## src/shared/drt_pkg.sv

```systemverilog
// What this block does
// - Each bank's tRP or tRPall runs from its latest precharge.
// - Auto-refresh: CS, RAS, CAS low, WE high, CKE high; no address.
// - Refresh rows come from the internal counter, not the address bus.
// - Refresh leaves banks idle; tRFC before activate or refresh (only flagged on refresh_busy; neither is held off).
// - Self-refresh: refresh code as CKE falls, banks idle, ODT off.
// - In self-refresh CKE stays low and all other inputs are ignored (except sys_clk, which still times the internal refreshes).
// - Precharge power-down if banks idle, else active; bit picks exit.
// - Power-down keeps only clock, ODT, CKE; DLL off unless fast exit.
package drt_pkg;

    // ----------------------------------------------------------------
    // Clock and timing
    // ----------------------------------------------------------------
    localparam int CLK_PERIOD_NS = 100;
    localparam int T_RP_NS       = 15;
    localparam int T_RPALL_NS    = 15;
    localparam int T_RFC_NS      = 130;
    localparam int T_REFI_NS     = 7800;
    // Least times round up
    localparam int RP_CYC    = (T_RP_NS + CLK_PERIOD_NS - 1) / CLK_PERIOD_NS;
    localparam int RPALL_CYC = (T_RPALL_NS + CLK_PERIOD_NS - 1) / CLK_PERIOD_NS;
    localparam int RFC_CYC   = (T_RFC_NS + CLK_PERIOD_NS - 1) / CLK_PERIOD_NS;
    // Longest interval rounds down
    localparam int REFI_CYC  = T_REFI_NS / CLK_PERIOD_NS;

    // ----------------------------------------------------------------
    // Widths and counts
    // ----------------------------------------------------------------
    localparam int TMR_W      = 4;
    localparam int REFI_W     = 8;
    localparam int NUM_BANKS  = 8;
    localparam int BANK_W     = 3;
    localparam int ROW_W      = 14;
    localparam int ROWS_TOTAL = 8392;

    localparam logic [TMR_W-1:0]  RP_CYC_V    = TMR_W'(RP_CYC);
    localparam logic [TMR_W-1:0]  RPALL_CYC_V = TMR_W'(RPALL_CYC);
    localparam logic [TMR_W-1:0]  RFC_CYC_V   = TMR_W'(RFC_CYC);
    localparam logic [REFI_W-1:0] REFI_LAST   = REFI_W'(REFI_CYC - 1);
    localparam logic [ROW_W-1:0]  ROW_LAST    = ROW_W'(ROWS_TOTAL - 1);

    // ----------------------------------------------------------------
    // Reset values
    // ----------------------------------------------------------------
    localparam logic [TMR_W-1:0]  TMR_RST  = 4'h0;
    localparam logic [REFI_W-1:0] REFI_RST = 8'h00;
    localparam logic [ROW_W-1:0]  ROW_RST  = 14'h0000;

    // Power states of the device
    typedef enum logic [1:0] {
        ST_RUN,
        ST_SREF,
        ST_PPD,
        ST_APD
    } drt_state_t;

endpackage

```

## src/shared/drt_cmd_if.sv

```systemverilog
`timescale 1ns/1ns
`default_nettype none
// ----------------------------------------------------------------
// Decoded command strobes, one cycle each, plus bank and pre_all copied straight from the pins
// ----------------------------------------------------------------
interface drt_cmd_if;
    logic                       is_refresh;
    logic                       is_sref_entry;
    logic                       is_pd_entry;
    logic                       is_cke_rise;
    logic                       is_activate;
    logic                       is_precharge;
    logic                       pre_all;
    logic [drt_pkg::BANK_W-1:0] bank;

    modport dec
    (
        output is_refresh, is_sref_entry, is_pd_entry, is_cke_rise,
        output is_activate, is_precharge, pre_all, bank
    );
    modport core
    (
        input is_refresh, is_sref_entry, is_pd_entry, is_cke_rise,
        input is_activate, is_precharge, pre_all, bank
    );
endinterface
`default_nettype wire

```

## src/hdl/drt_cmd_decode.sv

```systemverilog
`timescale 1ns/1ns
`default_nettype none
module drt_cmd_decode
(
    // Clock and reset
    input  wire logic                       sys_clk,
    input  wire logic                       rst_n,
    // Command pins
    input  wire logic                       cke,
    input  wire logic                       cs_n,
    input  wire logic                       ras_n,
    input  wire logic                       cas_n,
    input  wire logic                       we_n,
    input  wire logic [drt_pkg::BANK_W-1:0] ba,
    input  wire logic                       a10,
    // Decoded strobes
    drt_cmd_if.dec                          cmd
);
    logic cke_prev;

    // Previous-cycle CKE; reset low so nothing decodes before CKE rises
    always_ff @(posedge sys_clk)
    begin
        if (!rst_n)
            cke_prev <= 1'b0;
        else
            cke_prev <= cke;
    end

    // ----------------------------------------------------------------
    // Command decode
    // ----------------------------------------------------------------
    wire nop_or_des = cs_n | (ras_n & cas_n & we_n);
    wire refresh_code = !cs_n & !ras_n & !cas_n & we_n;
    wire cke_hh = cke_prev & cke;
    wire cke_fall = cke_prev & !cke;

    assign cmd.is_refresh = cke_hh & refresh_code;
    assign cmd.is_sref_entry = cke_fall & refresh_code;
    assign cmd.is_pd_entry = cke_fall & nop_or_des;
    // Self-refresh exit is asynchronous, so any CKE rise counts
    assign cmd.is_cke_rise = !cke_prev & cke;
    assign cmd.is_activate = cke_hh & !cs_n & !ras_n & cas_n & we_n;
    assign cmd.is_precharge = cke_hh & !cs_n & !ras_n & cas_n & !we_n;
    assign cmd.pre_all = a10;
    assign cmd.bank = ba;

    // ----------------------------------------------------------------
    // Checks
    // ----------------------------------------------------------------
    property p_arf_decode;
        @(posedge sys_clk) disable iff (!rst_n)
        (cke && $past(cke) && !cs_n && !ras_n && !cas_n && we_n)
            |-> cmd.is_refresh && !cmd.is_precharge;
    endproperty
    a_arf_decode: assert property (p_arf_decode)
        else $error("refresh code not decoded");

    property p_pd_code;
        @(posedge sys_clk) disable iff (!rst_n)
        ($fell(cke) && (cs_n || (ras_n && cas_n && we_n)))
            |-> cmd.is_pd_entry && !cmd.is_sref_entry;
    endproperty
    a_pd_code: assert property (p_pd_code)
        else $error("deselect with CKE low not power-down");
endmodule
`default_nettype wire

```

## src/hdl/drt_timing_core.sv

```systemverilog
`timescale 1ns/1ns
`default_nettype none
module drt_timing_core
(
    // Clock and reset
    input  wire logic                          sys_clk,
    input  wire logic                          rst_n,
    // Command pins
    input  wire logic                          cke,
    input  wire logic                          cs_n,
    input  wire logic                          ras_n,
    input  wire logic                          cas_n,
    input  wire logic                          we_n,
    input  wire logic                          odt,
    input  wire logic [drt_pkg::BANK_W-1:0]    ba,
    input  wire logic                          a10,
    // Mode setting
    input  wire logic                          active_pd_exit_select_bit,
    // Power state
    output logic                               in_sref,
    output logic                               in_pd,
    output logic                               active_pd,
    output logic                               slow_exit_pd,
    output logic                               dll_enabled,
    output logic                               input_buffers_on,
    output logic                               odt_term_on,
    // Refresh and bank status
    output logic                               refresh_busy,
    output logic [drt_pkg::ROW_W-1:0]          refresh_row,
    output logic [drt_pkg::NUM_BANKS-1:0]      bank_open,
    output logic [drt_pkg::NUM_BANKS-1:0]      bank_precharging
);
    drt_cmd_if cmd ();

    drt_cmd_decode u_decode
    (
        .sys_clk (sys_clk),
        .rst_n   (rst_n),
        .cke     (cke),
        .cs_n    (cs_n),
        .ras_n   (ras_n),
        .cas_n   (cas_n),
        .we_n    (we_n),
        .ba      (ba),
        .a10     (a10),
        .cmd     (cmd)
    );

    // ----------------------------------------------------------------
    // Power state machine
    // ----------------------------------------------------------------
    drt_pkg::drt_state_t         state;
    drt_pkg::drt_state_t         next_state;
    logic                        next_slow;
    logic [drt_pkg::TMR_W-1:0]   rfc_cnt;
    logic [drt_pkg::REFI_W-1:0]  refi_cnt;

    wire running = (state == drt_pkg::ST_RUN);
    wire any_open = |bank_open;
    // Busy precharge timers or refresh keep self-refresh out
    wire all_idle = !any_open && !(|bank_precharging) && !refresh_busy;
    wire do_refresh = running && cmd.is_refresh;
    wire do_sref = running && cmd.is_sref_entry && all_idle;
    wire do_pd = running && cmd.is_pd_entry;

    // Next power state
    always_comb
    begin
        next_state = state;
        case (state)
            drt_pkg::ST_RUN:
            begin
                // enter only with all banks idle
                if (do_sref)
                    next_state = drt_pkg::ST_SREF;
                else if (do_pd && any_open)
                    next_state = drt_pkg::ST_APD;
                // NOP with CKE low enters power-down
                else if (do_pd)
                    next_state = drt_pkg::ST_PPD;
            end
            // only CKE is watched in self-refresh
            drt_pkg::ST_SREF:
            begin
                if (cmd.is_cke_rise)
                    next_state = drt_pkg::ST_RUN;
            end
            default:
            begin
                if (cmd.is_cke_rise)
                    next_state = drt_pkg::ST_RUN;
            end
        endcase
    end

    // exit speed latched at active power-down entry
    assign next_slow = (next_state == drt_pkg::ST_APD)
                     ? (running ? active_pd_exit_select_bit : slow_exit_pd)
                     : 1'b0;

    // State and state-derived outputs
    always_ff @(posedge sys_clk)
    begin
        if (!rst_n)
        begin
            state <= drt_pkg::ST_RUN;
            in_sref <= 1'b0;
            in_pd <= 1'b0;
            active_pd <= 1'b0;
            slow_exit_pd <= 1'b0;
        end
        else
        begin
            state <= next_state;
            in_sref <= (next_state == drt_pkg::ST_SREF);
            in_pd <= (next_state == drt_pkg::ST_PPD)
                  || (next_state == drt_pkg::ST_APD);
            active_pd <= (next_state == drt_pkg::ST_APD);
            slow_exit_pd <= next_slow;
        end
    end

    // ----------------------------------------------------------------
    // Buffers, DLL and termination
    // ----------------------------------------------------------------
    // DLL stays up only in fast-exit active power-down
    wire next_dll = (next_state == drt_pkg::ST_RUN)
                 || ((next_state == drt_pkg::ST_APD) && !next_slow);
    // termination dropped in self-refresh regardless of pin
    wire next_odt = odt && (next_state != drt_pkg::ST_SREF);

    always_ff @(posedge sys_clk)
    begin
        if (!rst_n)
        begin
            dll_enabled <= 1'b1;
            input_buffers_on <= 1'b1;
            odt_term_on <= 1'b0;
        end
        else
        begin
            dll_enabled <= next_dll;
            // command buffers off in every low-power state
            input_buffers_on <= (next_state == drt_pkg::ST_RUN);
            odt_term_on <= next_odt;
        end
    end

    // ----------------------------------------------------------------
    // Per-bank open rows and precharge timers
    // ----------------------------------------------------------------
    genvar b;
    generate
        for (b = 0; b < drt_pkg::NUM_BANKS; b++)
        begin : g_bank
            logic [drt_pkg::TMR_W-1:0] tmr;
            logic [drt_pkg::TMR_W-1:0] next_tmr;
            wire hit = (cmd.bank == drt_pkg::BANK_W'(b));
            wire pre_hit = running && cmd.is_precharge
                        && (cmd.pre_all || hit);
            wire act_hit = running && cmd.is_activate && hit;

            // latest precharge reloads with its own period
            assign next_tmr = pre_hit
                ? (cmd.pre_all ? drt_pkg::RPALL_CYC_V : drt_pkg::RP_CYC_V)
                : ((tmr != drt_pkg::TMR_RST) ? tmr - 4'h1 : tmr);

            always_ff @(posedge sys_clk)
            begin
                if (!rst_n)
                begin
                    tmr <= drt_pkg::TMR_RST;
                    bank_precharging[b] <= 1'b0;
                    bank_open[b] <= 1'b0;
                end
                else
                begin
                    tmr <= next_tmr;
                    bank_precharging[b] <= (next_tmr != drt_pkg::TMR_RST);
                    if (pre_hit || do_refresh)
                        bank_open[b] <= 1'b0;
                    else if (act_hit)
                        bank_open[b] <= 1'b1;
                end
            end
        end
    endgenerate

    // ----------------------------------------------------------------
    // Refresh engine
    // ----------------------------------------------------------------
    // The self-refresh timer uses sys_clk; a stopped clock stalls it
    wire sref_tick = in_sref && (refi_cnt == drt_pkg::REFI_LAST);
    wire row_step = do_refresh || sref_tick;
    wire [drt_pkg::TMR_W-1:0] next_rfc = do_refresh ? drt_pkg::RFC_CYC_V
        : ((rfc_cnt != drt_pkg::TMR_RST) ? rfc_cnt - 4'h1 : rfc_cnt);

    always_ff @(posedge sys_clk)
    begin
        if (!rst_n)
        begin
            rfc_cnt <= drt_pkg::TMR_RST;
            refresh_busy <= 1'b0;
        end
        else
        begin
            rfc_cnt <= next_rfc;
            refresh_busy <= (next_rfc != drt_pkg::TMR_RST);
        end
    end

    // Self-refresh interval divider
    always_ff @(posedge sys_clk)
    begin
        if (!rst_n || !in_sref || sref_tick)
            refi_cnt <= drt_pkg::REFI_RST;
        else
            refi_cnt <= refi_cnt + 8'h01;
    end

    // internal row counter, wraps after the last row
    always_ff @(posedge sys_clk)
    begin
        if (!rst_n)
            refresh_row <= drt_pkg::ROW_RST;
        else if (row_step)
            refresh_row <= (refresh_row == drt_pkg::ROW_LAST)
                         ? drt_pkg::ROW_RST : refresh_row + 14'h0001;
    end

    // ----------------------------------------------------------------
    // Checks
    // ----------------------------------------------------------------
    property p_bank_prechg;
        @(posedge sys_clk) disable iff (!rst_n)
        (running && cmd.is_precharge && (cmd.pre_all || cmd.bank == 3'h0))
            |=> bank_precharging[0] && !bank_open[0];
    endproperty
    a_bank_prechg: assert property (p_bank_prechg)
        else $error("bank 0 precharge not timed");

    property p_rfc_busy;
        @(posedge sys_clk) disable iff (!rst_n)
        do_refresh |=> refresh_busy [*2];
    endproperty
    a_rfc_busy: assert property (p_rfc_busy)
        else $error("refresh busy shorter than cycle time");

    property p_rfc_idle;
        @(posedge sys_clk) disable iff (!rst_n)
        do_refresh |=> (bank_open == 8'h00);
    endproperty
    a_rfc_idle: assert property (p_rfc_idle)
        else $error("bank open after refresh");

    property p_row_inc;
        @(posedge sys_clk) disable iff (!rst_n)
        (do_refresh && refresh_row != drt_pkg::ROW_LAST)
            |=> refresh_row == $past(refresh_row) + 14'h0001;
    endproperty
    a_row_inc: assert property (p_row_inc)
        else $error("row counter did not advance");

    property p_sref_entry;
        @(posedge sys_clk) disable iff (!rst_n)
        do_sref |=> in_sref && !odt_term_on && !dll_enabled;
    endproperty
    a_sref_entry: assert property (p_sref_entry)
        else $error("self-refresh not entered");

    property p_sref_hold;
        @(posedge sys_clk) disable iff (!rst_n)
        (in_sref && !cke) |=> in_sref;
    endproperty
    a_sref_hold: assert property (p_sref_hold)
        else $error("self-refresh left with CKE low");

    property p_apd_kind;
        @(posedge sys_clk) disable iff (!rst_n)
        (do_pd && !do_sref && any_open)
            |=> active_pd && in_pd
                && (slow_exit_pd == $past(active_pd_exit_select_bit));
    endproperty
    a_apd_kind: assert property (p_apd_kind)
        else $error("active power-down kind wrong");

    property p_pd_dll;
        @(posedge sys_clk) disable iff (!rst_n)
        (in_pd && (!active_pd || slow_exit_pd))
            |-> !dll_enabled && !input_buffers_on;
    endproperty
    a_pd_dll: assert property (p_pd_dll)
        else $error("DLL or buffers on in power-down");

    property p_pd_exit;
        @(posedge sys_clk) disable iff (!rst_n)
        (in_pd && $rose(cke)) |=> !in_pd && input_buffers_on;
    endproperty
    a_pd_exit: assert property (p_pd_exit)
        else $error("power-down not exited");

    c_sref: cover property (@(posedge sys_clk) disable iff (!rst_n)
        in_sref ##1 !in_sref);
    c_apd_slow: cover property (@(posedge sys_clk) disable iff (!rst_n)
        active_pd && slow_exit_pd);
    c_ppd: cover property (@(posedge sys_clk) disable iff (!rst_n)
        in_pd && !active_pd);
    c_refresh: cover property (@(posedge sys_clk) disable iff (!rst_n)
        do_refresh ##4 do_refresh);
endmodule
`default_nettype wire

```

## config.mk

```make
export PLATFORM = sky130hd
export DESIGN_NAME = drt_timing_core
export DESIGN_NICKNAME = d
export VERILOG_FILES = /design/src/shared/drt_pkg.sv /design/src/shared/drt_cmd_if.sv /design/src/hdl/drt_cmd_decode.sv /design/src/hdl/drt_timing_core.sv
export SDC_FILE = /design/constraint.sdc
export NUM_CORES = 1
export LEC_CHECK = 0
export BUFFER_PORTS_ARGS = -buffer_cell sky130_fd_sc_hd__clkbuf_2
export CORE_ASPECT_RATIO = 0.75
export CORE_MARGIN = 2
export CORE_UTILIZATION = 50
export CTS_BUF_LIST = sky130_fd_sc_hd__clkbuf_2 sky130_fd_sc_hd__clkbuf_4 sky130_fd_sc_hd__clkbuf_8
export DETAILED_ROUTE_END_ITERATION = 7
export HOLD_SLACK_MARGIN = 0.02
export PLACE_DENSITY = 0.7
export SLEW_MARGIN = 20
export SYNTH_ARGS = -nofsm -noshare
export SYNTH_HDL_FRONTEND = slang
export SYNTH_SLANG_ARGS = --single-unit
```

## constraint.sdc

```tcl
create_clock -name sys_clk -period 3.8 [get_ports sys_clk]
set_input_delay 0.38 -clock sys_clk [delete_from_list [all_inputs] [get_ports sys_clk]]
set_output_delay 0.38 -clock sys_clk [all_outputs]
set_load 0.01 [all_outputs]
```

# [Word level (Yosys, flattened, before mapping)]
# Index checks and enable logic that the tools add are counted.
[totals] register_bits=85 out_inout_bits=38 word_cells=197 input_bits=13
[op_classes] reduce_logical=92 n_addsub=11 n_mux=26 n_bitwise=18 eq_ne=13
[ops] operator="2-to-1 mux 4 bit" count=18
[ops] operator="nonzero test 4 bit" count=18
[ops] operator="subtractor 4 x 1 -> 4 bit (second input constant)" count=9
[ops] operator="logical AND 1 bit" count=28
[ops] operator="logical OR 1 bit" count=21
[ops] operator="AND 1 bit" count=16
[ops] operator="OR reduction 2 bit" count=8
[ops] operator="OR reduction 8 bit" count=2
[ops] operator="adder 14 x 1 -> 14 bit (second input constant)" count=1
[ops] operator="== test 14 bit (second input constant)" count=1
[ops] operator="2-to-1 mux 14 bit" count=1
[ops] operator="== test 3 bit (second input constant)" count=4
[ops] operator="logical NOT 1 bit" count=12
[ops] operator="2-to-1 mux 2 bit" count=5
[ops] operator="adder 8 x 1 -> 8 bit (second input constant)" count=1
[ops] operator="== test 8 x 7 -> 1 bit (second input constant)" count=1
[ops] operator="== test 3 x 2 -> 1 bit (second input constant)" count=2
[ops] operator="== test 2 bit (second input constant)" count=2
[ops] operator="logical NOT 2 bit" count=2
[ops] operator="== test 3 x 1 -> 1 bit (second input constant)" count=1
[ops] operator="logical NOT 3 bit" count=1
[ops] operator="== test 2 x 1 -> 1 bit (second input constant)" count=1
[ops] operator="2-to-1 mux 1 bit" count=2
[ops] operator="!= test 2 x 1 -> 1 bit (second input constant)" count=1
[ops] operator="2 further kinds" count=2

# [Logic depth before layout (Yosys ltp)]
# Gate-level depths: netlist of the first run.
[depth] depth_word=14 mapped_depth=7 ltp_nobuf=7

# [Hierarchy]
# A second synthesis of the first run with hierarchy kept.
[hier_totals] cells_unflattened=477 hier_area_um2=4002.6
[by_module_without_submodules] mod="drt_timing_core" instances=1 area_per_inst_um2=3882.5 cells_per_inst=460 seq_area_each_um2=1681.6
[by_module_without_submodules] mod="drt_cmd_decode" instances=1 area_per_inst_um2=120.1 cells_per_inst=17 seq_area_each_um2=20.0

# [Least setup slack after synthesis of the first run]
# No wires, ideal clock.
[synth_path] kind="register to register" startpoint="reg refresh_row[3] in the netlist's numbering" endpoint="reg refresh_row[12] in the netlist's numbering" path_buffers=0 period_less_slack_ns=1.806 t_arrival_ns=1.736 path_slack_ns=1.994 setup_time_ns=0.071 t_required_ns=3.729 stages_incl_launch_ff=5 path_cell_list="dfxtp_1 -> nand3_2 -> or4_4 -> or4b_1 -> a21oi_1"
[synth_via] elab_chain_len=2 word_cells_on_any_way=3 classes_between="1 x add/sub; 1 x eq/ne; 1 x mux"
[synth_lines] item="start: declaration" line="drt_timing_core.sv:29" text="output logic [drt_pkg::ROW_W-1:0] refresh_row,"
[synth_lines] item="start signal: assignment" line="drt_timing_core.sv:225" text="refresh_row <= drt_pkg::ROW_RST;"
[synth_lines] item="start signal: assignment" line="drt_timing_core.sv:227" text="refresh_row <= (refresh_row == drt_pkg::ROW_LAST)"
[synth_lines] item="adder 14 x 1 -> 14 bit / == test 14 bit (equally long branches)" line="drt_timing_core.sv:228, drt_timing_core.sv:227"
[synth_lines] item="2-to-1 mux 14 bit *" line="drt_timing_core.sv:228" text="? drt_pkg::ROW_RST : refresh_row + 14'h0001;"
# Every way passes the cells marked *; elsewhere a longest branch is shown, timed or not.
# A chain may end at the register's enable or synchronous reset.

# [Worst setup path in the final report of the first run]
[layout_path] startpoint="reg state[1]" endpoint="reg g_bank[1].tmr[1] in the netlist's numbering"
[layout_via] elab_chain_len=4
[layout_lines] item="start: declaration" line="drt_timing_core.sv:52" text="drt_pkg::drt_state_t state;"
[layout_lines] item="start signal: assignment" line="drt_timing_core.sv:106" text="state <= drt_pkg::ST_RUN;"
[layout_lines] item="start signal: assignment" line="drt_timing_core.sv:114" text="state <= next_state;"
[layout_lines] item="logical NOT 2 bit" line="drt_timing_core.sv:58" text="wire running = (state == drt_pkg::ST_RUN);"
[layout_lines] item="logical AND 1 bit" line="drt_timing_core.sv:159" text="wire pre_hit = running && cmd.is_precharge"
[layout_lines] item="logical AND 1 bit" line="drt_timing_core.sv:160" text="&& (cmd.pre_all || hit);"
[layout_lines] item="2-to-1 mux 4 bit" line="drt_timing_core.sv:165" text="? (cmd.pre_all ? drt_pkg::RPALL_CYC_V : drt_pkg::RP_CYC_V)"
[layout_lines] item="end signal: assignment" line="drt_timing_core.sv:172" text="tmr <= drt_pkg::TMR_RST;"
[layout_lines] item="end signal: assignment" line="drt_timing_core.sv:178" text="tmr <= next_tmr;"
[layout_lines] item="end: declaration" line="drt_timing_core.sv:156" text="logic [drt_pkg::TMR_W-1:0] tmr;"
# No other way between the ends.

==> results of run 1 <==
[worst paths after layout]
check                                   endpoint  cells past startpoint  slack (ps)
worst min-delay path                 odt_term_on                      3         230
worst max register to register  g_bank[1].tmr[1]                      5        1620
worst max-delay path            g_bank[1].tmr[1]                      5        1620
worst min register to register       refi_cnt[0]                      1         510
[final cells by class]
type | count | area, sq um
Clock buffer | 10 | 131
Clock inverter | 5 | 52.6
Fill cell | 772 | 3300
Inverter | 26 | 97.6
Multi-Input combinational cell | 368 | 2250
Sequential cell | 85 | 1700
Tap cell | 105 | 131
Timing Repair Buffer | 50 | 250
[state kept, by name, indices dropped and copies added (netlist names), 2 cells and up]
name,count
refresh_row,14
rfc_cnt,4
g_bank.tmr,32
refi_cnt,8
bank_precharging,8
bank_open,8
state,2
[synthesized netlist by cell type (all sizes together), types with 6 or more instances]
library cell / instances / area share (%)
nand4b: 13 / 2.8
nand3: 15 / 2.0
clkbuf: 6 / 0.55
o21ai: 23 / 2.8
nor4: 7 / 1.1
and2: 10 / 1.5
nor2: 73 / 6.7
nand2b: 13 / 2.0
ha: 12 / 3.7
nand4: 7 / 1.1
a31oi: 7 / 1.1
a211oi: 10 / 1.8
xnor2: 17 / 3.7
nand3b: 10 / 1.8
dfxtp: 85 / 42
mux2i: 13 / 3.2
nand2: 32 / 2.9
inv: 26 / 2.4
nor3: 19 / 2.3
a21oi: 41 / 5.0
[through the flow]
stage | hold WS [ps] | power (uW) | utilization [%] | instances | cell area [sq um]
floorplan | 445 | 2290 | - | 486 | 4080
global placement | 462 | 2520 | 56.0 | 634 | 4430
detailed placement | 468 | 2580 | 56.0 | 634 | 4430
CTS | 223 | 3200 | 58.3 | 649 | 4610
global route | 242 | 3430 | 58.3 | 649 | 4610
finish | 232 | 3190 | 58.3 | 649 | 4610
[cells in the final DEF (no fill, tap or decap), types with 9 or more instances in the layout]
cell type / synthesis / layout
a211oi_1: 10 / 10
o21ai_0: 20 / 20
nor2_1: 73 / 73
mux2i_1: 13 / 13
inv_1: 26 / 26
ha_1: 12 / 12
xnor2_1: 17 / 17
nand2b_1: 13 / 13
clkbuf_2: 0 / 50
nand3b_1: 10 / 10
dfxtp_1: 85 / 85
nor3_1: 19 / 19
nand2_1: 32 / 32
a21oi_1: 41 / 41
clkbuf_8: 0 / 9
nand3_1: 14 / 14
nand4b_1: 13 / 13
[logic make-up (layout without fill, tap and decap cells)]
group,Yosys count,in the layout,share of synthesized area [%]
AND/OR/NAND/NOR,227,227,29.8
XOR/XNOR,22,22,4.73
buffers and inverters,33,91,3.07
AO/OA/AOI/OAI,94,94,13.8
flip-flops,85,85,41.7
multiplexers,13,13,3.19
adder cells (fa/ha/maj),12,12,3.68
[metal layers]
metal	wire length (um)	part of all wire, %	global-route usage (%)	vias up
li1	-	-	-	1844
met2	4080	44	33.1	79
met5	0	0	0	-
met4	65	0.70	4.62	0
met1	4600	50	29.1	1698
met3	519	5.6	7.14	9
[critical path, cell delays in order, from the launching register on]
cell	delay (ps)
dfxtp_1	360
or3b_1	400
nor4_1	630
o21ai_0	370
nand2_1	240
a211oi_1	70
[power by group]
| group | internal (uW) | switching [uW] |
|---|---|---|
| logic | 583 | 692 |
| clock network | 304 | 318 |
| registers | 1090 | 202 |
==> reports/metrics.csv, run 1 <==
stage;metric;value;unit
run_status;status;complete, no violations;
logic_synthesis;ys_async_sr_fraction;0;%
clocking;clk_latency;360;ps
sta;period_minus_slack;2180;ps
global_routing;grt_pass1_vias;3238;
route;wl_per_cell;14.3;um
clocking;cts_buffers;9;
logic_synthesis;ys_types;50;
route;viasPerCell;5.59;
placed_design;gp_congestion;0.836;
power;p_leak;0.00181;uW
route;drtIter0Drc;194;
cells_and_area;syn2layout_area_growth;13.2;%
critical_path;critPathLaunchType;register;
floorplanning;core_area;7920;sq um
sta;slew_headroom;45.6;%
floorplanning;dieArea;8900;sq um
route;postRouteAntennaNets;0;
critical_path;crit_arrival;2420;ps
global_routing;grt_max_degree;25;
logic_synthesis;ys_seq_elements;85;
power;max-vdd-ir-drop;0.388;mV
placed_design;dp_hpwl;6800;um
clocking;post_cts.repair.setup_buffers;0;
global_routing;globalRoute.totalOverflow;0;
logic_synthesis;synthCells;486;
critical_path;path_max_fanout;5;
clocking;clockRootBuffer;clkbuf_8;
sta;worstMarginPinSlew;815;ps
global_routing;antenna_found_initial;0;
critical_path;reg2reg_from;state[1];
sta;clock_skew;8.86;ps
logic_synthesis;synth_ff_type;dfxtp_1;
floorplanning;initial_core_util;51.5;%
clocking;cts_resized;0;
clocking;clkTransAtPathRegs;90;ps
placed_design;place_worst_setup_slack;1410;ps
global_routing;grt_pass1_wl;14900;um
route;dr_total_vias;3630;
floorplanning;ios;51;
floorplanning;core.rowCount;28;
sta;fin_crit_sh;57.3;%
clocking;cts_sinks;85;
hold_path;min_path_type;input pin to register;
floorplanning;die_h;82.2;um
route;first_pass_iters;6;
logic_synthesis;synth-seq-area-share;41.7;%
placed_design;io_buffer_count;50;
sta;hold_violations;0;
sta;finalWorstSetupSlack;1620;ps
sta;rsz0062_at_grt;false;
global_routing;grt_usage;21.3;%
clocking;clockBufferDepth;2;
sta;drv_slew;0;
logic_synthesis;synth_edf_count;0;
cells_and_area;final_nets;565;
cells_and_area;antennaDiodeCount;0;
clocking;ctsHoldBuffers;0;
route;drc;0;
critical_path;crit_start;state[1];
route;totalWireLength;9260;um
hold_path;hp-start;odt;
logic_synthesis;ys_warn_count;0;
cells_and_area;drive_gt1_share;14.0;%
power;pwr_density_cell;691;nW/um^2
flow_run;cap_violations;0;
logic_synthesis;synth.avg_cell_area;8.39;sq um
clocking;h-tree-depth;3;
critical_path;endpoint_kind;register;
floorplanning;die_width;108;um
clocking;cts_tree;built;
sta;max_freq;459;MHz
logic_synthesis;synth_area;4080;sq um
critical_path;crit_required;4040;ps
critical_path;critical_path_class;register to register;
sta;setup_viol;0;
sta;setup_tns;0;ps
logic_synthesis;synth_nets;511;
Note: power is estimated with default switching activity, not from simulation.
==> inputs of run 2 (changes only) <==
--- a/config.mk
+++ b/config.mk
@@ -5,6 +5,7 @@
 export SDC_FILE = /design/constraint.sdc
 export NUM_CORES = 1
 export LEC_CHECK = 0
+export ABC_AREA = 1
 export BUFFER_PORTS_ARGS = -buffer_cell sky130_fd_sc_hd__clkbuf_2
 export CORE_ASPECT_RATIO = 0.75
 export CORE_MARGIN = 2
@@ -12,7 +13,7 @@
 export CTS_BUF_LIST = sky130_fd_sc_hd__clkbuf_2 sky130_fd_sc_hd__clkbuf_4 sky130_fd_sc_hd__clkbuf_8
 export DETAILED_ROUTE_END_ITERATION = 7
 export HOLD_SLACK_MARGIN = 0.02
-export PLACE_DENSITY = 0.7
+export PLACE_DENSITY = 0.73
 export SLEW_MARGIN = 20
 export SYNTH_ARGS = -nofsm -noshare
 export SYNTH_HDL_FRONTEND = slang
==> constraint.sdc (replaced) <==
create_clock -name sys_clk -period 1.8 [get_ports sys_clk]
set_input_delay 0.18 -clock sys_clk [delete_from_list [all_inputs] [get_ports sys_clk]]
set_output_delay 0.18 -clock sys_clk [all_outputs]
set_load 0.01 [all_outputs]
==> reports/metrics.csv, run 2 <==
stage;metric;value;unit;change
cells_and_area;final_cells;820;;+26%
cells_and_area;drive_gt1_share;11.8;%;-2.2 points
route;drtIter0Drc;281;;+45%
global_routing;grt_usage;21.3;%;-0.036 points
run_status;status;complete, no violations;;
logic_synthesis;yosysTopAreaCellShare;39.4;%;-2.3 points
sta;slew_headroom;69.9;%;+24 points
critical_path;endpoint_kind;register;;
clocking;clockRootBuffer;clkbuf_8;;
logic_synthesis;synth.avg_cell_area;6.63;sq um;-21%
route;viasPerCell;5.01;;-10%
floorplanning;ios;51;;unchanged
sta;fin_crit_sh;87.9;%;+31 points
floorplanning;core_area;8420;sq um;+6.3%
sta;max_freq;632;MHz;+38%
placed_design;placed_area;4660;sq um;+5.2%
critical_path;cpMostUsedCell;nand2_1;;
logic_synthesis;ys_warn_count;0;;unchanged
logic_synthesis;post-synth-top-count-cell;nand2_1;;
clocking;clkTransAtPathRegs;80;ps;about the same
global_routing;grt_pass1_vias;3691;;+14%
floorplanning;die_width;111;um;+2.8%
sta;whs;44.2;ps;-188 ps
cells_and_area;antennaDiodeCount;0;;unchanged
critical_path;path_buf_inv;1;;+1
logic_synthesis;synthCells;651;;+34%
placed_design;placed_cells;801;;+26%
logic_synthesis;ys_seq_elements;85;;unchanged
sta;clock_skew;5.67;ps;-3.19 ps
power;p_leak;0.00236;uW;+30%
cells_and_area;mostFrequentLayoutCells;nand2_1, inv_1, nor2_1;;
logic_synthesis;synth_edf_count;0;;unchanged
logic_synthesis;synth_area_leader_cell;dfxtp_1;;
placed_design;gp_congestion;0.849;;+1.5%
sta;worstMarginPinSlew;452;ps;-364 ps
route;wl_per_cell;11.9;um;-17%
clocking;cts_sinks;85;;unchanged
floorplanning;die_h;84.5;um;+2.7%
cells_and_area;largest_reg_flops;32;;unchanged
global_routing;antenna_found_initial;0;;unchanged
sta;hold_violations;0;;unchanged
sta;setup_tns;0;ps;unchanged
clocking;h-tree-depth;3;;unchanged
cells_and_area;final_nets;732;;+30%
clocking;ctsHoldBuffers;0;;unchanged
logic_synthesis;ys_async_sr_fraction;0;%;unchanged
sta;drv_slew;0;;unchanged
critical_path;cpLargestDelayFamily;simple AND/OR/NAND/NOR gates;;
floorplanning;dieArea;9400;sq um;+5.6%
critical_path;critical_path_class;register to register;;
critical_path;rr_endpoint;refresh_row[12];;
logic_synthesis;synth-seq-area-share;39.4;%;-2.3 points
cells_and_area;fillCellCount;818;;+6.0%
clocking;cts_tree;built;;
floorplanning;core.rowCount;29;;+3.6%
clocking;clockBufferDepth;2;;unchanged
critical_path;critPathLaunchType;register;;
route;totalWireLength;9770;um;+5.4%
cells_and_area;layout_commonest_cell;nand2_1;;
placed_design;dp_hpwl;7400;um;+8.8%
floorplanning;initial_core_util;51.3;%;-0.22 points
logic_synthesis;synth_nets;676;;+32%
critical_path;reg2reg_from;refresh_row[0];;
route;first_pass_iters;5;;-1
sta;period_minus_slack;1580;ps;-597 ps
hold_path;holdPathStages;3;;unchanged
power;max-vdd-ir-drop;0.703;mV;+81%
cells_and_area;top_regs;g_bank.tmr x32, refresh_row x14;;
global_routing;grt_max_degree;21;;-16%
sta;rsz0062_at_grt;false;;
cells_and_area;top_register;g_bank.tmr;;
cells_and_area;syn2layout_area_growth;14.2;%;
global_routing;grt_pass1_wl;16200;um;+8.6%
flow_run;cap_violations;0;;unchanged
critical_path;path_cells;ha_2 > inv_1 > nor2_1 > nand3_1 > nand2_1 > nand2_1 > nand2_1 > a21oi_1;;
route;dr_total_vias;4107;;+13%
logic_synthesis;synth_ff_type;dfxtp_1;;
critical_path;r2r_cells;8;;+3
critical_path;cpMaxStageDelayCell;dfxtp_1;;
global_routing;globalRoute.totalOverflow;0;;unchanged
placed_design;io_buffer_count;50;;unchanged
power;pwr_density_cell;1380;nW/um^2;+100%
cells_and_area;design_area;4930;sq um;+6.8%
hold_path;min_path_type;input pin to register;;
critical_path;reg2reg_slack;220;ps;-1400 ps
logic_synthesis;ys_types;29;;-42%
critical_path;crit_required;2050;ps;-1990 ps
logic_synthesis;synthTopCellsByCount;nand2_1, inv_1, nor2_1, dfxtp_1, nand3_1;;
route;postRouteAntennaNets;0;;unchanged
logic_synthesis;synth_area;4320;sq um;+5.9%
critical_path;cpPeakStageDelay;450;ps;-180 ps
clocking;clk_latency;370;ps;about the same
hold_path;hold_end;u_decode.cke_prev;;
hold_path;hp-start;cke;;
critical_path;cp.depth;8;;+3
clocking;cts_buffers;9;;unchanged
sta;setup_viol;0;;unchanged
critical_path;crit_arrival;1840;ps;-580 ps
logic_synthesis;synth_top_cells_by_area;dfxtp_1, nand2_1, inv_1;;
route;drc;0;;unchanged
critical_path;path_max_fanout;7;;+2
## run 2: cell types whose count changed in the layout (fill, tap and decap cells not counted), sizes merged, moves of 16 or more
| cell | change |
|---|---|
| inv | +94 |
| nor2 | +31 |
| nand2 | +110 |
| nand3 | +43 |
| nand4 | +17 |
| xnor2 | -16 |
## run 2: area by class of cell
| cell class | count | area, sq um | area share, % |
|---|---|---|---|
| clock buffer | 10 | 138 | 2.79 |
| inverter | 121 | 458 | 9.29 |
| timing repair buffer | 56 | 308 | 6.24 |
| clock inverter | 6 | 86.3 | 1.75 |
| tap | 108 | 135 | 2.74 |
| multi-input combinational | 434 | 2100 | 42.7 |
| sequential | 85 | 1700 | 34.5 |
## run 2: through the flow
step | power, uW | utilization, % | setup slack (ps)
final | 6800 | 58.6 | 218
after global routing | 7460 | 58.6 | 29.8
after CTS | 6830 | 58.0 | 138
after global placement | 5200 | 55.4 | 229
after floorplan | 4700 | - | 355
after detailed placement | 5320 | 55.4 | 151
## run 2: cells by family after synthesis
group	Yosys count	share of synthesized area (%)
adders and majority gates	12	3.48
muxes	1	0.232
AOI/OAI and AO/OA	62	7.31
xor gates and xnor gates	12	2.44
buffers and inverters	132	12.0
and+or+nand+nor	347	35.1
DFF	85	39.4
## run 2: what timing repair did
| action | in CTS | in global routing |
|---|---|---|
| setup buffers | 0 | 3 |
| setup endpoints to repair | 0 | 6 |
| resized for setup | 0 | 3 |
## run 2: where the power goes
part / total [uW] / internal (uW) / switching [uW]
sequential: 2570 / 2310 / 261
clock: 1500 / 816 / 680
combinational: 2740 / 1040 / 1700
total: 6800 / 4160 / 2640
## run 2: worst max-delay path by stage
stage / from / end / slack [ps]
after detailed placement: cs_n / refresh_row[0] / 150
after floorplan: refresh_row[0] / refresh_row[4] / 350
after global routing: refi_cnt[1] / refresh_row[6] / 30
final: refresh_row[0] / refresh_row[12] / 220
after CTS: state[1] / bank_precharging[2] / 140
after global placement: state[1] / bank_precharging[2] / 230
## run 2: worst register-to-register path: cells and delay by family (launching register included)
kind                     cells  cell delay (ps)
AND/OR/NAND/NOR              5              640
adder cells (fa/ha/maj)      1              270
AO/OA/AOI/OAI                1               60
buffers and inverters        1               50
flip-flops                   1              450
## run 2: metal layers
metal  GRT usage (%)  vias to the layer above  routed length, um
li1                -                     2149                  -
met4            8.19                        0                181
met1            28.8                     1835               4730
met2            33.1                      108               4290
met3            5.27                       15                571
met5               0                        -                  0
==> inputs of run 3 (changes only) <==
==> constraint.sdc (replaced) <==
create_clock -name sys_clk -period 1.8 [get_ports sys_clk]
set_input_delay 0.09 -clock sys_clk [delete_from_list [all_inputs] [get_ports sys_clk]]
set_output_delay 0.09 -clock sys_clk [all_outputs]
set_load 0.01 [all_outputs]
==> reports/metrics.csv, run 3 (synthesis gave the netlist of run 2 again) <==
stage;metric;value;unit;change
hold_path;hold_end;bank_open[4];;
cells_and_area;final_core_util;59.1;%;+0.54 points
critical_path;reg2reg_from;refresh_row[1];;
critical_path;crit_required;2060;ps;about the same
cells_and_area;final_cells;821;;+0.12%
clocking;cts_buffers;9;;unchanged
sta;fin_crit_sh;88.5;%;+0.61 points
global_routing;grt_pass1_vias;3751;;+1.6%
hold_path;holdPathStages;3;;unchanged
route;first_pass_iters;5;;unchanged
hold_path;hp-start;ba[2];;
route;postRouteAntennaNets;0;;unchanged
global_routing;met1_usage;29.2;%;+0.38 points
sta;hold_violations;0;;unchanged
sta;rsz0062_at_grt;false;;
cells_and_area;drive_gt1_share;11.5;%;-0.30 points
global_routing;use_met3;6.71;%;+1.4 points
cells_and_area;fillCellCount;791;;-3.3%
floorplanning;initial_core_util;51.3;%;unchanged
sta;drv_slew;0;;unchanged
critical_path;reg2reg_slack;210;ps;about the same
sta;slew_headroom;69.7;%;-0.20 points
global_routing;grt_pass1_wl;16600;um;+2.0%
sta;whs;79.9;ps;+35.8 ps
power;pwr_density_cell;1420;nW/um^2;+3.2%
clocking;h-tree-depth;3;;unchanged
global_routing;grt_util_met2;33.9;%;+0.78 points
placed_design;dp_hpwl;7270;um;-1.7%
run_status;status;complete, no violations;;
power;netSwitchingFraction;37.8;%;-0.95 points
critical_path;critical_path_class;register to register;;
cells_and_area;top_regs;g_bank.tmr x32, refresh_row x14;;
critical_path;path_max_fanout;6;;-1
power;internal-power;4410;uW;+5.8%
critical_path;rr_endpoint;refresh_row[3];;
global_routing;top_usage_layer;met2;;
sta;worstMarginPinSlew;455;ps;+2.98 ps
route;dr_total_vias;4109;;+0.049%
cells_and_area;antennaDiodeCount;0;;unchanged
floorplanning;core_area;8420;sq um;unchanged
clocking;clk_latency;370;ps;about the same
sta;period_minus_slack;1590;ps;+11.0 ps
clocking;clockRootBuffer;clkbuf_8;;
floorplanning;die_h;84.5;um;unchanged
power;max-vdd-ir-drop;1.04;mV;+47%
cells_and_area;mostFrequentLayoutCells;nand2_1, inv_1, nor2_1;;
global_routing;grt_max_degree;26;;+24%
sta;setup_viol;0;;unchanged
sta;clock_skew;10.4;ps;+4.78 ps
cells_and_area;top_register;g_bank.tmr;;
route;viasPerCell;5.00;;about the same
placed_design;gp_congestion;0.899;;+5.9%
cells_and_area;largest_reg_flops;32;;unchanged
floorplanning;die_width;111;um;unchanged
sta;setup_tns;0;ps;unchanged
floorplanning;dieArea;9400;sq um;unchanged
route;wl_per_cell;11.9;um;+0.15%
clocking;clockBufferDepth;2;;unchanged
flow_run;cap_violations;0;;unchanged
sta;max_freq;628;MHz;-0.69%
floorplanning;ios;51;;unchanged
cells_and_area;layout_commonest_cell;nand2_1;;
route;drtIter0Drc;288;;+2.5%
placed_design;placed_cells;801;;unchanged
route;drc;0;;unchanged
hold_path;min_path_type;input pin to register;;
critical_path;critPathLaunchType;register;;
route;totalWireLength;9790;um;+0.28%
clocking;clkTransAtPathRegs;90;ps;about the same
power;p_leak;0.00238;uW;+0.89%
power;p_total;7090;uW;+4.2%
global_routing;antenna_found_initial;0;;unchanged
global_routing;grt_usage;21.7;%;+0.35 points
power;power.share.combinational;39.1;%;-1.1 points
critical_path;endpoint_kind;register;;
clocking;cts_tree;built;;
critical_path;crit_arrival;1850;ps;about the same
power;p_sw;2680;uW;+1.6%
global_routing;globalRoute.totalOverflow;0;;unchanged
critical_path;r2r_cells;8;;unchanged
cells_and_area;final_nets;733;;+0.14%
clocking;cts_sinks;85;;unchanged
power;power_frac_seq;36.3;%;-1.5 points
cells_and_area;syn2layout_area_growth;15.3;%;
power;p_clk_share;24.6;%;+2.6 points
placed_design;io_buffer_count;50;;unchanged
floorplanning;core.rowCount;29;;unchanged
## run 3: cell types whose count changed in the layout (fill, tap and decap cells not counted), sizes merged
cell,change
buf,-2
bufinv,+2
clkbuf,-1
clkinv,-1
clkinvlp,-1
dlygate4sd3,+3
inv,+1
## run 3: area by class of cell
class / count / area [sq um] / area share (%)
timing repair buffer: 57 / 323 / 6.49
inverter: 121 / 454 / 9.13
multi-input combinational: 434 / 2100 / 42.2
tap: 108 / 135 / 2.72
clock inverter: 7 / 138 / 2.77
clock buffer: 9 / 124 / 2.49
sequential: 85 / 1700 / 34.2
## run 3: per-layer routing
metal	routed length (um)	vias up
li1	-	2147
met1	5000	1857
met2	4250	95
met3	440	10
met4	96	0
met5	0	-
## run 3: power by group through the flow
stage | sequential [uW] | combinational [uW] | clock [uW]
final | 2570 | 2770 | 1740
after global routing | 2630 | 3250 | 1870
after CTS | 2570 | 2750 | 1780
after detailed placement | 2610 | 2710 | 0
after global placement | 2590 | 2600 | 0
after floorplan | 2590 | 2110 | 0
## run 3: critical path: stages (launching register included)
cell	delay, ps
dfxtp_1	430
ha_2	270
nand2_1	110
nor2_1	150
nand4_1	100
nor2_1	100
nand2_1	50
nand2_1	200
nor3_1	80
## run 3: stage by stage
| stage | cell area (sq um) | worst slack, ps |
|---|---|---|
| 6_report | 4970 | 207 |
| 3_3_place_gp | 4660 | 231 |
| 3_5_place_dp | 4660 | 159 |
| 5_1_grt | 4970 | 44.1 |
| 4_1_cts | 4950 | 156 |
| 2_1_floorplan | 4320 | 355 |
## run 3: worst max path at each step
| stage | endpoint | slack, ps | from |
|---|---|---|---|
| CTS | bank_precharging[4] | 160 | state[1] |
| finish | refresh_row[3] | 210 | refresh_row[1] |
| floorplan | refresh_row[4] | 350 | refresh_row[0] |
| global route | refresh_row[1] | 40 | refresh_row[1] |
| global placement | refresh_row[3] | 230 | refresh_row[0] |
| detailed placement | refresh_row[3] | 160 | refresh_row[0] |
## run 3: timing repair
item / in CTS / in global routing
setup endpoints to repair: 0 / 8
endpoints found under the hold margin: 3 / 0
setup buffers: 0 / 1
hold buffers: 3 / 0
gates resized for setup: 0 / 2
